`src/pfl_pkg.sv`:
```
// constants and carrier types for the power-fail lock-out block
package pfl_pkg;

	// ----------------------------------------
	// clock and time base
	// ----------------------------------------
	localparam int CLK_PERIOD_PS  = 5000;
	localparam int TICK_US        = 32;
	localparam int TICK_CYCLES    = (TICK_US * 1000000) / CLK_PERIOD_PS;

	// ----------------------------------------
	// intervals counted in ticks
	// ----------------------------------------
	localparam int DEBOUNCE_MIN_US = 30;
	localparam int DEBOUNCE_TICKS  = (DEBOUNCE_MIN_US + TICK_US - 1) / TICK_US + 1;
	localparam int SAFETY_MIN_US   = 30;
	localparam int SAFETY_TICKS    = (SAFETY_MIN_US + TICK_US - 1) / TICK_US + 1;
	localparam int DELAY_US        = 480;
	localparam int DELAY_TICKS     = DELAY_US / TICK_US;
	localparam int TCNT_W          = 5;

	// ----------------------------------------
	// reset values
	// ----------------------------------------
	localparam logic OSC_FAIL_RST    = 1'b1;
	localparam logic CLK_START_RST   = 1'b0;
	localparam logic PF_N_IDLE       = 1'b1;
	localparam logic TIME_SAVE_RST   = 1'b0;

	// ----------------------------------------
	// lock-out sequencer
	// ----------------------------------------
	typedef enum logic [1:0] {
		PFL_ONLINE = 2'b00,
		PFL_DELAY  = 2'b01,
		PFL_LOCKED = 2'b11
	} pfl_state_type;

	// ----------------------------------------
	// carriers
	// ----------------------------------------
	typedef struct packed {
		logic       cs_n;
		logic       rd_n;
		logic       wr_n;
		logic [4:0] address_lines;
		logic [7:0] data_lines;
	} pfl_bus_type;

	typedef struct packed {
		logic pf_int_enable;
		logic pf_route_mfo;
		logic delay_enable;
		logic timer_pf_run;
		logic int_pf_run;
		logic mfo_is_interrupt;
		logic single_supply;
	} pfl_ctrl_type;

	localparam pfl_bus_type BUS_IDLE = '{cs_n: 1'b1, rd_n: 1'b1, wr_n: 1'b1,
		address_lines: 5'h00, data_lines: 8'h00};

endpackage

```
`src/pfl_power_fail_lockout.sv`:
```
// power-fail supervision, host bus lock-out and battery status bits
`timescale 1ns/1ps
module pfl_power_fail_lockout
	import pfl_pkg::*;
#(
	parameter int TICK_CYC = TICK_CYCLES,
	parameter int CNT_W    = 64
) (
	input  wire logic             core_clk_i,
	input  wire logic             reset_i,
	input  wire logic             power_fail_input_n_i,
	input  wire logic             battery_supply_above_i,
	input  wire logic             battery_low_detect_i,
	input  wire pfl_bus_type      host_bus_i,
	input  wire pfl_ctrl_type     ctrl_i,
	input  wire logic             clock_start_set_i,
	input  wire logic             clock_stop_set_i,
	input  wire logic             time_save_set_i,
	input  wire logic             time_save_clear_i,
	input  wire logic [CNT_W-1:0] clock_counters_i,
	input  wire logic             int_other_i,
	input  wire logic             mfo_other_i,
	output pfl_bus_type           core_bus_o,
	output logic                  bus_locked_o,
	output logic                  power_failing_o,
	output logic                  pf_status_o,
	output logic                  standby_o,
	output logic                  interrupt_output_pin_o,
	output logic                  interrupt_oe_n_o,
	output logic                  multi_function_output_o,
	output logic                  multi_function_oe_n_o,
	output logic                  timers_run_o,
	output logic                  int_logic_run_o,
	output logic                  osc_fail_o,
	output logic                  clock_start_o,
	output logic                  low_battery_o,
	output logic                  time_save_enable_o,
	output logic [CNT_W-1:0]      time_save_data_o
);

	// ----------------------------------------
	// time base and input filter
	// ----------------------------------------
	logic tick;
	logic pf_n_stable;

	pfl_tick #(
		.CYCLES (TICK_CYC)
	) u_tick (
		.core_clk_i (core_clk_i),
		.reset_i    (reset_i),
		.tick_o     (tick)
	);

	// same filter handles both falling and returning input
	pfl_debounce #(
		.TICKS     (DEBOUNCE_TICKS),
		.RST_LEVEL (PF_N_IDLE)
	) u_pf_filter (
		.core_clk_i (core_clk_i),
		.reset_i    (reset_i),
		.tick_i     (tick),
		.level_i    (power_fail_input_n_i),
		.stable_o   (pf_n_stable)
	);

	// ----------------------------------------
	// state
	// ----------------------------------------
	pfl_state_type     state_r;
	pfl_state_type     state_nxt;
	logic [TCNT_W-1:0] delay_cnt_r;
	logic [TCNT_W-1:0] delay_cnt_nxt;
	logic [TCNT_W-1:0] safety_cnt_r;
	logic [TCNT_W-1:0] safety_cnt_nxt;
	logic              failing_r;
	logic              gated_r;
	logic              gated_nxt;
	logic              standby_r;
	logic              osc_fail_r;
	logic              clk_start_r;
	logic              low_batt_r;
	logic              ts_en_r;
	logic              ts_en_nxt;

	// ----------------------------------------
	// decode
	// ----------------------------------------
	logic failing;
	logic access_held;
	logic force_lock;
	logic lock_ok;
	logic delay_done;
	logic locked;
	logic standby_entry;
	logic pf_irq;
	logic int_run;
	logic int_raw;
	logic mfo_raw;
	logic batt_sense;

	function automatic logic od_oe_n(input logic level, input logic open_drain);
		// open drain only pulls low; float the high level
		od_oe_n = open_drain ? level : 1'b0;
	endfunction

	assign failing       = !pf_n_stable;
	assign access_held   = !host_bus_i.cs_n && (!host_bus_i.rd_n || !host_bus_i.wr_n);
	assign force_lock    = (safety_cnt_r == TCNT_W'(SAFETY_TICKS));
	assign lock_ok       = host_bus_i.cs_n || force_lock;
	assign delay_done    = (delay_cnt_r == TCNT_W'(DELAY_TICKS));
	assign locked        = (state_r == PFL_LOCKED) || standby_r;
	assign standby_entry = battery_supply_above_i && !standby_r;
	assign pf_irq        = gated_r && ctrl_i.pf_int_enable;
	assign int_run       = !failing_r || ctrl_i.int_pf_run;
	assign batt_sense    = ctrl_i.pf_int_enable && !ctrl_i.single_supply;

	// power-fail event on INT, or on MFO if routed there and MFO is an interrupt; others only while allowed to run
	assign int_raw = (pf_irq && !ctrl_i.pf_route_mfo) || (int_other_i && int_run);
	assign mfo_raw = ctrl_i.mfo_is_interrupt ?
		((pf_irq && ctrl_i.pf_route_mfo) || (mfo_other_i && int_run)) :
		(mfo_other_i && int_run);

	// held until chip select drops, or a held access outlasts the safety timer, so an access is not cut mid-cycle
	assign gated_nxt = failing && (gated_r || lock_ok);

	// ----------------------------------------
	// safety timer for held accesses
	// ----------------------------------------
	always_comb begin
		safety_cnt_nxt = safety_cnt_r;
		if (!failing || !access_held || gated_r) begin
			safety_cnt_nxt = '0;
		end else if (tick && !force_lock) begin
			safety_cnt_nxt = safety_cnt_r + TCNT_W'(1);
		end
	end

	// ----------------------------------------
	// lock-out sequencer
	// ----------------------------------------
	always_comb begin
		state_nxt     = state_r;
		delay_cnt_nxt = delay_cnt_r;
		unique case (state_r)
			PFL_ONLINE: begin
				delay_cnt_nxt = '0;
				if (gated_r && ctrl_i.delay_enable) begin
					state_nxt = PFL_DELAY;
				end else if (gated_r) begin
					state_nxt = PFL_LOCKED;
				end
			end
			PFL_DELAY: begin
				if (tick && !delay_done) begin
					delay_cnt_nxt = delay_cnt_r + TCNT_W'(1);
				end
				if (!failing) begin
					state_nxt = PFL_ONLINE;
				end else if (!ctrl_i.delay_enable && lock_ok) begin
					state_nxt = PFL_LOCKED;
				end else if (delay_done && lock_ok) begin
					state_nxt = PFL_LOCKED;
				end
			end
			PFL_LOCKED: begin
				delay_cnt_nxt = '0;
				if (!failing && !standby_r) begin
					state_nxt = PFL_ONLINE;
				end
			end
			default: begin
				state_nxt     = PFL_LOCKED;
				delay_cnt_nxt = '0;
			end
		endcase
	end

	// ----------------------------------------
	// time save
	// ----------------------------------------
	// the battery switch-over wins over a software set in the same cycle
	always_comb begin
		ts_en_nxt = ts_en_r;
		if (time_save_set_i) begin
			ts_en_nxt = 1'b1;
		end
		if (time_save_clear_i || standby_entry) begin
			ts_en_nxt = 1'b0;
		end
	end

	// ----------------------------------------
	// registers
	// ----------------------------------------
	always_ff @(posedge core_clk_i) begin
		if (reset_i) begin
			state_r      <= PFL_ONLINE;
			delay_cnt_r  <= '0;
			safety_cnt_r <= '0;
			failing_r    <= 1'b0;
			gated_r      <= 1'b0;
			standby_r    <= 1'b0;
		end else begin
			state_r      <= state_nxt;
			delay_cnt_r  <= delay_cnt_nxt;
			safety_cnt_r <= safety_cnt_nxt;
			failing_r    <= failing;
			gated_r      <= gated_nxt;
			standby_r    <= battery_supply_above_i;
		end
	end

	always_ff @(posedge core_clk_i) begin
		if (reset_i) begin
			osc_fail_r  <= OSC_FAIL_RST;
			clk_start_r <= CLK_START_RST;
		end else begin
			if (clock_start_set_i) begin
				osc_fail_r  <= 1'b0;
				clk_start_r <= 1'b1;
			end else if (clock_stop_set_i) begin
				clk_start_r <= 1'b0;
			end
		end
	end

	// detector is unpowered on battery or when sensing is off, so hold
	always_ff @(posedge core_clk_i) begin
		if (reset_i) begin
			low_batt_r <= 1'b0;
		end else if (batt_sense && !standby_r) begin
			low_batt_r <= battery_low_detect_i;
		end
	end

	always_ff @(posedge core_clk_i) begin
		if (reset_i) begin
			ts_en_r          <= TIME_SAVE_RST;
			time_save_data_o <= '0;
		end else begin
			ts_en_r <= ts_en_nxt;
			if (ts_en_r) begin
				time_save_data_o <= clock_counters_i;
			end
		end
	end

	// ----------------------------------------
	// host bus isolation
	// ----------------------------------------
	// the core sees an idle bus while locked, whatever the pins do
	always_ff @(posedge core_clk_i) begin
		if (reset_i) begin
			core_bus_o   <= BUS_IDLE;
			bus_locked_o <= 1'b0;
		end else begin
			core_bus_o   <= locked ? BUS_IDLE : host_bus_i;
			bus_locked_o <= locked;
		end
	end

	// ----------------------------------------
	// status and pin outputs
	// ----------------------------------------
	always_ff @(posedge core_clk_i) begin
		if (reset_i) begin
			power_failing_o         <= 1'b0;
			pf_status_o             <= 1'b0;
			standby_o               <= 1'b0;
			interrupt_output_pin_o  <= 1'b0;
			interrupt_oe_n_o        <= 1'b0;
			multi_function_output_o <= 1'b0;
			multi_function_oe_n_o   <= 1'b0;
			timers_run_o            <= 1'b1;
			int_logic_run_o         <= 1'b1;
		end else begin
			power_failing_o         <= failing_r;
			pf_status_o             <= gated_r;
			standby_o               <= standby_r;
			interrupt_output_pin_o  <= int_raw;
			interrupt_oe_n_o        <= od_oe_n(int_raw, standby_r);
			multi_function_output_o <= mfo_raw;
			multi_function_oe_n_o   <= od_oe_n(mfo_raw, standby_r);
			timers_run_o            <= !failing_r || ctrl_i.timer_pf_run;
			int_logic_run_o         <= int_run;
		end
	end

	assign osc_fail_o         = osc_fail_r;
	assign clock_start_o      = clk_start_r;
	assign low_battery_o      = low_batt_r;
	assign time_save_enable_o = ts_en_r;

endmodule

```
`src/pfl_tick.sv`:
```
// free-running time base tick divider
`timescale 1ns/1ps
module pfl_tick
	import pfl_pkg::*;
#(
	parameter int CYCLES = TICK_CYCLES
) (
	input  wire logic core_clk_i,
	input  wire logic reset_i,
	output logic      tick_o
);
	localparam int W = $clog2(CYCLES) + 1;

	logic [W-1:0] count_r;
	logic         wrap;

	assign wrap = (count_r == W'(CYCLES - 1));

	always_ff @(posedge core_clk_i) begin
		if (reset_i) begin
			count_r <= '0;
			tick_o  <= 1'b0;
		end else begin
			count_r <= wrap ? '0 : count_r + W'(1);
			tick_o  <= wrap;
		end
	end
endmodule

```
`src/pfl_debounce.sv`:
```
// tick-counted level filter in both directions
`timescale 1ns/1ps
module pfl_debounce
	import pfl_pkg::*;
#(
	parameter int   TICKS     = DEBOUNCE_TICKS,
	parameter logic RST_LEVEL = PF_N_IDLE
) (
	input  wire logic core_clk_i,
	input  wire logic reset_i,
	input  wire logic tick_i,
	input  wire logic level_i,
	output logic      stable_o
);
	logic [TCNT_W-1:0] count_r;
	logic              differ;
	logic              done;

	// first tick is partial, so the wait spreads over one tick period
	assign differ = (level_i != stable_o);
	assign done   = tick_i && (count_r == TCNT_W'(TICKS - 1));

	always_ff @(posedge core_clk_i) begin
		if (reset_i) begin
			count_r  <= '0;
			stable_o <= RST_LEVEL;
		end else if (!differ) begin
			count_r  <= '0;
		end else if (done) begin
			count_r  <= '0;
			stable_o <= level_i;
		end else if (tick_i) begin
			count_r  <= count_r + TCNT_W'(1);
		end
	end
endmodule

```
`config.mk`:
```
export PLATFORM = sky130hd
export DESIGN_NAME = pfl_power_fail_lockout
export DESIGN_NICKNAME = d
export VERILOG_FILES = /design/src/pfl_pkg.sv /design/src/pfl_power_fail_lockout.sv /design/src/pfl_tick.sv /design/src/pfl_debounce.sv
export SDC_FILE = /design/constraint.sdc
export NUM_CORES = 1
export LEC_CHECK = 0
export BUFFER_PORTS_ARGS = -buffer_cell sky130_fd_sc_hd__buf_2
export CAP_MARGIN = 10
export CORE_UTILIZATION = 43
export CTS_BUF_LIST = sky130_fd_sc_hd__clkbuf_16
export CTS_CLUSTER_SIZE = 14
export DETAILED_ROUTE_END_ITERATION = 8
export PLACE_DENSITY = 0.76
export SLEW_MARGIN = 20
export SYNTH_ARGS = -nofsm -noshare
export SYNTH_HDL_FRONTEND = slang
export SYNTH_SLANG_ARGS = --single-unit
```
`constraint.sdc`:
```
create_clock -name core_clk_i -period 1.7 [get_ports core_clk_i]
set_clock_uncertainty 0.2 [all_clocks]
set_input_delay 0.17 -clock core_clk_i [delete_from_list [all_inputs] [get_ports core_clk_i]]
set_output_delay 0.17 -clock core_clk_i [all_outputs]
set_load 0.02 [all_outputs]
```
# Word level (Yosys, flattened, before mapping)
# Index checks and enable logic that the tools add are counted.
[op_classes]
addsub = 4
n_eq_ne = 10
mux = 10
bitwise_logic = 3
n_reduce_logical = 51
[op_table]
columns = ["op", "count"]
rows = [
  ["$logic_and 1x1->1", 17],
  ["$add 5x1->5 const B", 3],
  ["$add 14x1->14 const B", 1],
  ["$eq 14x13->1 const B", 1],
  ["$logic_not 1->1", 12],
  ["$mux 2", 6],
  ["$reduce_or 2->1", 6],
  ["$logic_or 1x1->1", 11],
  ["$pmux 2 s3", 1],
  ["$eq 5x1->1 const B", 1],
  ["$eq 5x2->1 const B", 1],
  ["$eq 5x4->1 const B", 1],
  ["$ne 4x3->1 const B", 1],
  ["$mux 1", 3],
  ["$ne 3x3->1 const B", 1],
  ["$not 1->1", 3],
  ["$reduce_and 3->1", 1],
  ["$reduce_or 3->1", 1],
  ["$eq 2x1->1 const B", 1],
  ["$eq 2x2->1 const B", 1],
  ["$logic_not 2->1", 1],
  ["$ne 2x1->1 const B", 1],
  ["$reduce_and 2->1", 1],
  ["$reduce_bool 2->1", 1],
  ["$ne 1x1->1", 1],
]
[totals]
ff_bits = 130
input_bits = 98
out_inout_bits = 94
elab_cells = 108

# Longest topological paths before layout
[logic_depth]
depth_word = 7
depth_mapped = 8

# Modules after synthesis
# Synthesis repeated with hierarchy kept, for this count alone.
[hier_totals]
hier_cells = 457
hier_area_um2 = 4744.6
[modules_own_cells]
columns = ["module", "instances", "cells_per_inst", "area_each_um2"]
rows = [
  ["pfl_power_fail_lockout", 1, 356, 3762.4],
  ["pfl_tick", 1, 72, 669.4],
  ["pfl_debounce", 1, 29, 312.8],
]

# Worst setup path before layout
# No wires, ideal clock.
[synth_path]
path_type = "reg2reg"
startpoint = "reg delay_cnt_r[0]"
endpoint = "reg delay_cnt_r[3]"
setup_time_ps = 117
t_arrival_ps = 1490
required_ps = 1383
path_slack_ps = -107
path_stages_with_launch = 9
n_path_buf = 1
path_cell_list = "dfxtp_1 ha_1 and3_1 ha_1 nor2b_1 clkbuf_1 nand4_1 xor2_1 nor2_1"
[synth_between]
elab_chain_len = 3
elab_cells_between_ends = 4
cone_classes = "add/sub: 1; eq/ne: 1; reduce/logical: 2"
[synth_rtl]
columns = ["item", "line_no", "source"]
rows = [
  ["from (decl)", "pfl_power_fail_lockout.sv:72", "logic [TCNT_W-1:0] delay_cnt_r;"],
  ["from (signal assigned)", "pfl_power_fail_lockout.sv:206", "delay_cnt_r <= delay_cnt_nxt;"],
  ["parallel branches: the longest is 3 deep, another holds $add 5x1->5", "n/a", ""],
]
# Parallel ways; which one is timed is not known.
# A chain may end at the register's enable or synchronous reset.

# Worst setup path after layout
[layout_path]
startpoint = "reg safety_cnt_r[0]"
endpoint = "reg state_r[1]"
[layout_between]
elab_chain_len = 6
elab_cells_between_ends = 9
cone_classes = "eq/ne: 2; mux: 3; reduce/logical: 4"
[layout_rtl]
columns = ["item", "line_no", "source"]
rows = [
  ["from (decl)", "pfl_power_fail_lockout.sv:74", "logic [TCNT_W-1:0] safety_cnt_r;"],
  ["from (signal assigned)", "pfl_power_fail_lockout.sv:207", "safety_cnt_r <= safety_cnt_nxt;"],
  ["$eq 5x2->1 *", "pfl_power_fail_lockout.sv:109", "assign force_lock = (safety_cnt_r == TCNT_W'(SAFETY_TICKS));"],
  ["$logic_or 1x1->1 *", "pfl_power_fail_lockout.sv:110", "assign lock_ok = host_bus_i.cs_n || force_lock;"],
  ["$logic_and 1x1->1", "pfl_power_fail_lockout.sv:160", "end else if (!ctrl_i.delay_enable && lock_ok) begin"],
  ["$mux 2", "pfl_power_fail_lockout.sv:160", ""],
  ["$mux 2", "pfl_power_fail_lockout.sv:158", "if (!failing) begin"],
  ["$pmux 2 s3", "pfl_power_fail_lockout.sv:145", "unique case (state_r)"],
  ["to (signal assigned)", "pfl_power_fail_lockout.sv:205", "state_r <= state_nxt;"],
  ["to (decl)", "pfl_power_fail_lockout.sv:70", "pfl_state_type state_r;"],
]
# Every way passes the cells marked *; elsewhere a longest branch is shown, timed or not.

==> results_dict.tcl <==
set metrics [dict create \
    synth-simple-area-share_pct 18.1 \
    synth_top_area_cell "dfxtp_1" \
    dieArea_mm2 0.0112 \
    syn_inst 452 \
    overflow 0 \
    path_clk_slew_ns 0.06 \
    portBuffers 191 \
    period_minus_slack_ns 1.74 \
    fin_ws_ns -0.0384 \
    cts.htree.levels 4 \
    required_ns 1.85 \
    synthAdderAreaFrac_pct 1.89 \
    reg2reg_from "safety_cnt_r[0]" \
    timing_hold_violations_final 0 \
    arrival_ns 1.88 \
    yosysWarnings 0 \
    diodes 0 \
    die_height_um 106 \
    synth_top_family_by_area "simple AND/OR/NAND/NOR gates" \
    tightestPinTransition_ns 0.363 \
    ys_seq_area_share_pct 56.1 \
    start_kind "register" \
    dpl.hpwl_um 7890 \
    powerDensity_mw_per_mm2 978 \
    cap_violations 0 \
    critPathKind "register to register" \
    place_area_mm2 0.00587 \
    grt_first_pass_wirelength_um 22000 \
    setup_viol 3 \
    synth_area_mm2 0.00464 \
    synth-xor-area-share_pct 4.53 \
    synth_top_area_share_pct 56.1 \
    seqCellArea_mm2 0.00261 \
    clockRootBuffer "clkbuf_16" \
    period_share_pct 102 \
    synth_fp_nets 557 \
    cts_tree "built" \
    areaGrowthSynthToFinish_pct 64.8 \
    wirelength_um 14000 \
    violations "setup timing" \
    post-route-util_pct 73.7 \
    grt_pass1_vias 4552 \
    antenna_found_initial 0 \
    rsz0062_at_grt "yes" \
    grt_max_degree 34 \
    holdWs_ns 0.0410 \
    yosysUniqueCellTypes 35 \
    vias 4461 \
    slew_headroom_pct 75.8 \
    rows 37 \
    synthTopCellsByArea "dfxtp_1 (56%), mux2i_1 (14%), nor2_1 (8.4%)" \
    synth-main-ff-cell "dfxtp_1" \
    synth_compound_area_share_pct 2.64 \
    worstSetupEndpointType "register" \
    cp-startpoint "safety_cnt_r[0]" \
    peakVddDrop_uv 635 \
    fmax_mhz 575 \
    grt_usage_pct 25.3 \
    fillerInstances 700 \
    viasPerCell 4.84 \
    clock_path_buffers 2 \
    status "finished, violations left" \
    ioPinCount 192 \
    tns_ns -0.0566 \
    post-route-drc-count 0 \
    holdCritPathClass "input pin to register" \
    coreArea_mm2 0.0104 \
    gp_congestion 0.780 \
    drv_slew 0 \
    cts_buffers 17 \
    drt-initial-drc-count 285 \
    final_nets 877 \
    clkSinkCount 130 \
    start_util_pct 44.7 \
    drt-wirelength-per-cell_um 15.2 \
    synthArstFlopShare_pct 0 \
    drive_gt1_share_pct 35.2 \
    yosys-mux-area-fraction_pct 14.2 \
    p_leak_nw 3.36 \
    multi_input_area_mm2 0.00203 \
    die_width_um 106 \
    ant_nets 0 \
    syn_avg_cell_area_um2 10.3 \
    hold_start "ctrl_i[1]" \
    synth-seq-cells 130 \
    clock_latency_ns 0.41 \
    synth_enable_flop_cells 0 \
    final_cell_area_mm2 0.00764 \
    cp_max_fo 3 \
    firstDrtPassIters 5 \
]
sequential cells by signal, indices dropped and copies added (netlist names), 2 cells and up:
signal and flops:
safety_cnt_r 5, delay_cnt_r 5, state_r 2, time_save_data_o 64, u_pf_filter.count_r 5, core_bus_o 16, u_tick.count_r 14
metal layers:
metal	share of wire (%)	track usage [%]	routed length [um]	vias up
met5	0	0	0	-
met4	3.1	12.9	432	0
met3	5.4	7.36	750	40
met2	51	44.2	7180	172
met1	40	27.9	5610	2105
li1	-	-	-	2144
area by class of cell:
| class | count | share of cell area (%) |
|---|---|---|
| Inverter | 8 | 0.393 |
| Clock inverter | 14 | 1.80 |
| Sequential cell | 130 | 34.2 |
| Multi-Input combinational cell | 294 | 26.5 |
| Clock buffer | 18 | 5.89 |
| Tap cell | 136 | 2.23 |
| Timing Repair Buffer | 321 | 29.0 |
cell usage in the layout (no fill, tap or decap), drive strengths merged, types with 4 or more instances in the layout:
master	synthesis	layout
ha	7	7
buf	12	219
dfxtp	130	130
dlygate4sd3	0	102
nand2	14	14
nand4	8	8
xnor2	14	14
clkinv	0	7
clkinvlp	0	5
nand2b	6	6
clkbuf	8	18
mux2i	66	66
inv	8	8
nor2b	8	8
nand3	9	9
and2	15	15
nor2	104	104
xor2	10	10
nor4	4	4
a21oi	7	7
path summary, 6_finish.rpt:
kind	to	slack, ns	cells after the start
worst max-delay path	state_r[1]	-0.04	6
worst min-delay path	multi_function_oe_n_o	0.04	4
worst max register to register	state_r[1]	-0.04	6
worst min register to register	osc_fail_o	0.27	1
Yosys cell counts (8+ instances only):
master    count
nand3_1       9
clkbuf_1      8
xnor2_1      14
dfxtp_1     130
xor2_1       10
and2_1       15
buf_2         8
mux2i_1      66
inv_1         8
nand4_1       8
nor2_1      104
nand2_1      14
cells by family (layout without fill, tap and decap cells):
kind of cell | after synthesis | count (layout)
XOR/XNOR | 24 | 24
AO/OA/AOI/OAI | 18 | 18
buffers and inverters | 28 | 361
multiplexers | 66 | 66
flip-flops | 130 | 130
AND/OR/NAND/NOR | 179 | 179
adder cells (fa/ha/maj) | 7 | 7
what timing repair did:
item                                   4_1_cts  5_1_grt
pin swaps                                    3        8
hold buffers                               104        0
gates resized for setup                     10       16
setup endpoints to repair                    6       22
cloned                                       0        0
endpoints found under the hold margin      103        0
setup buffers                                3        3
metrics by stage:
stage / setup WS [ns] / total power [W] / instances
after floorplan: -0.0111 / 0.00353 / 452
after global placement: -0.0328 / 0.00377 / 781
after detailed placement: -0.0868 / 0.00378 / 781
after CTS: -0.0762 / 0.00752 / 920
after global routing: -0.103 / 0.00777 / 921
final: -0.0384 / 0.00747 / 921
power breakdown:
part	total (W)	leakage [nW]	switching [W]	internal (W)
Clock	0.00353	0.274	0.00131	0.00223
Combinational	0.000748	2.03	0.000352	0.000396
Sequential	0.00319	1.06	0.0000536	0.00314
Total	0.00747	3.36	0.00171	0.00576
worst max-delay path, stage by stage, from the launching register on:
cell	delay [ns]
dfxtp_2	0.32
inv_2	0.07
ha_4	0.11
or4b_4	0.48
nor2b_4	0.14
nor4b_2	0.20
o31a_1	0.15
Power figures use the tool's default switching activity.
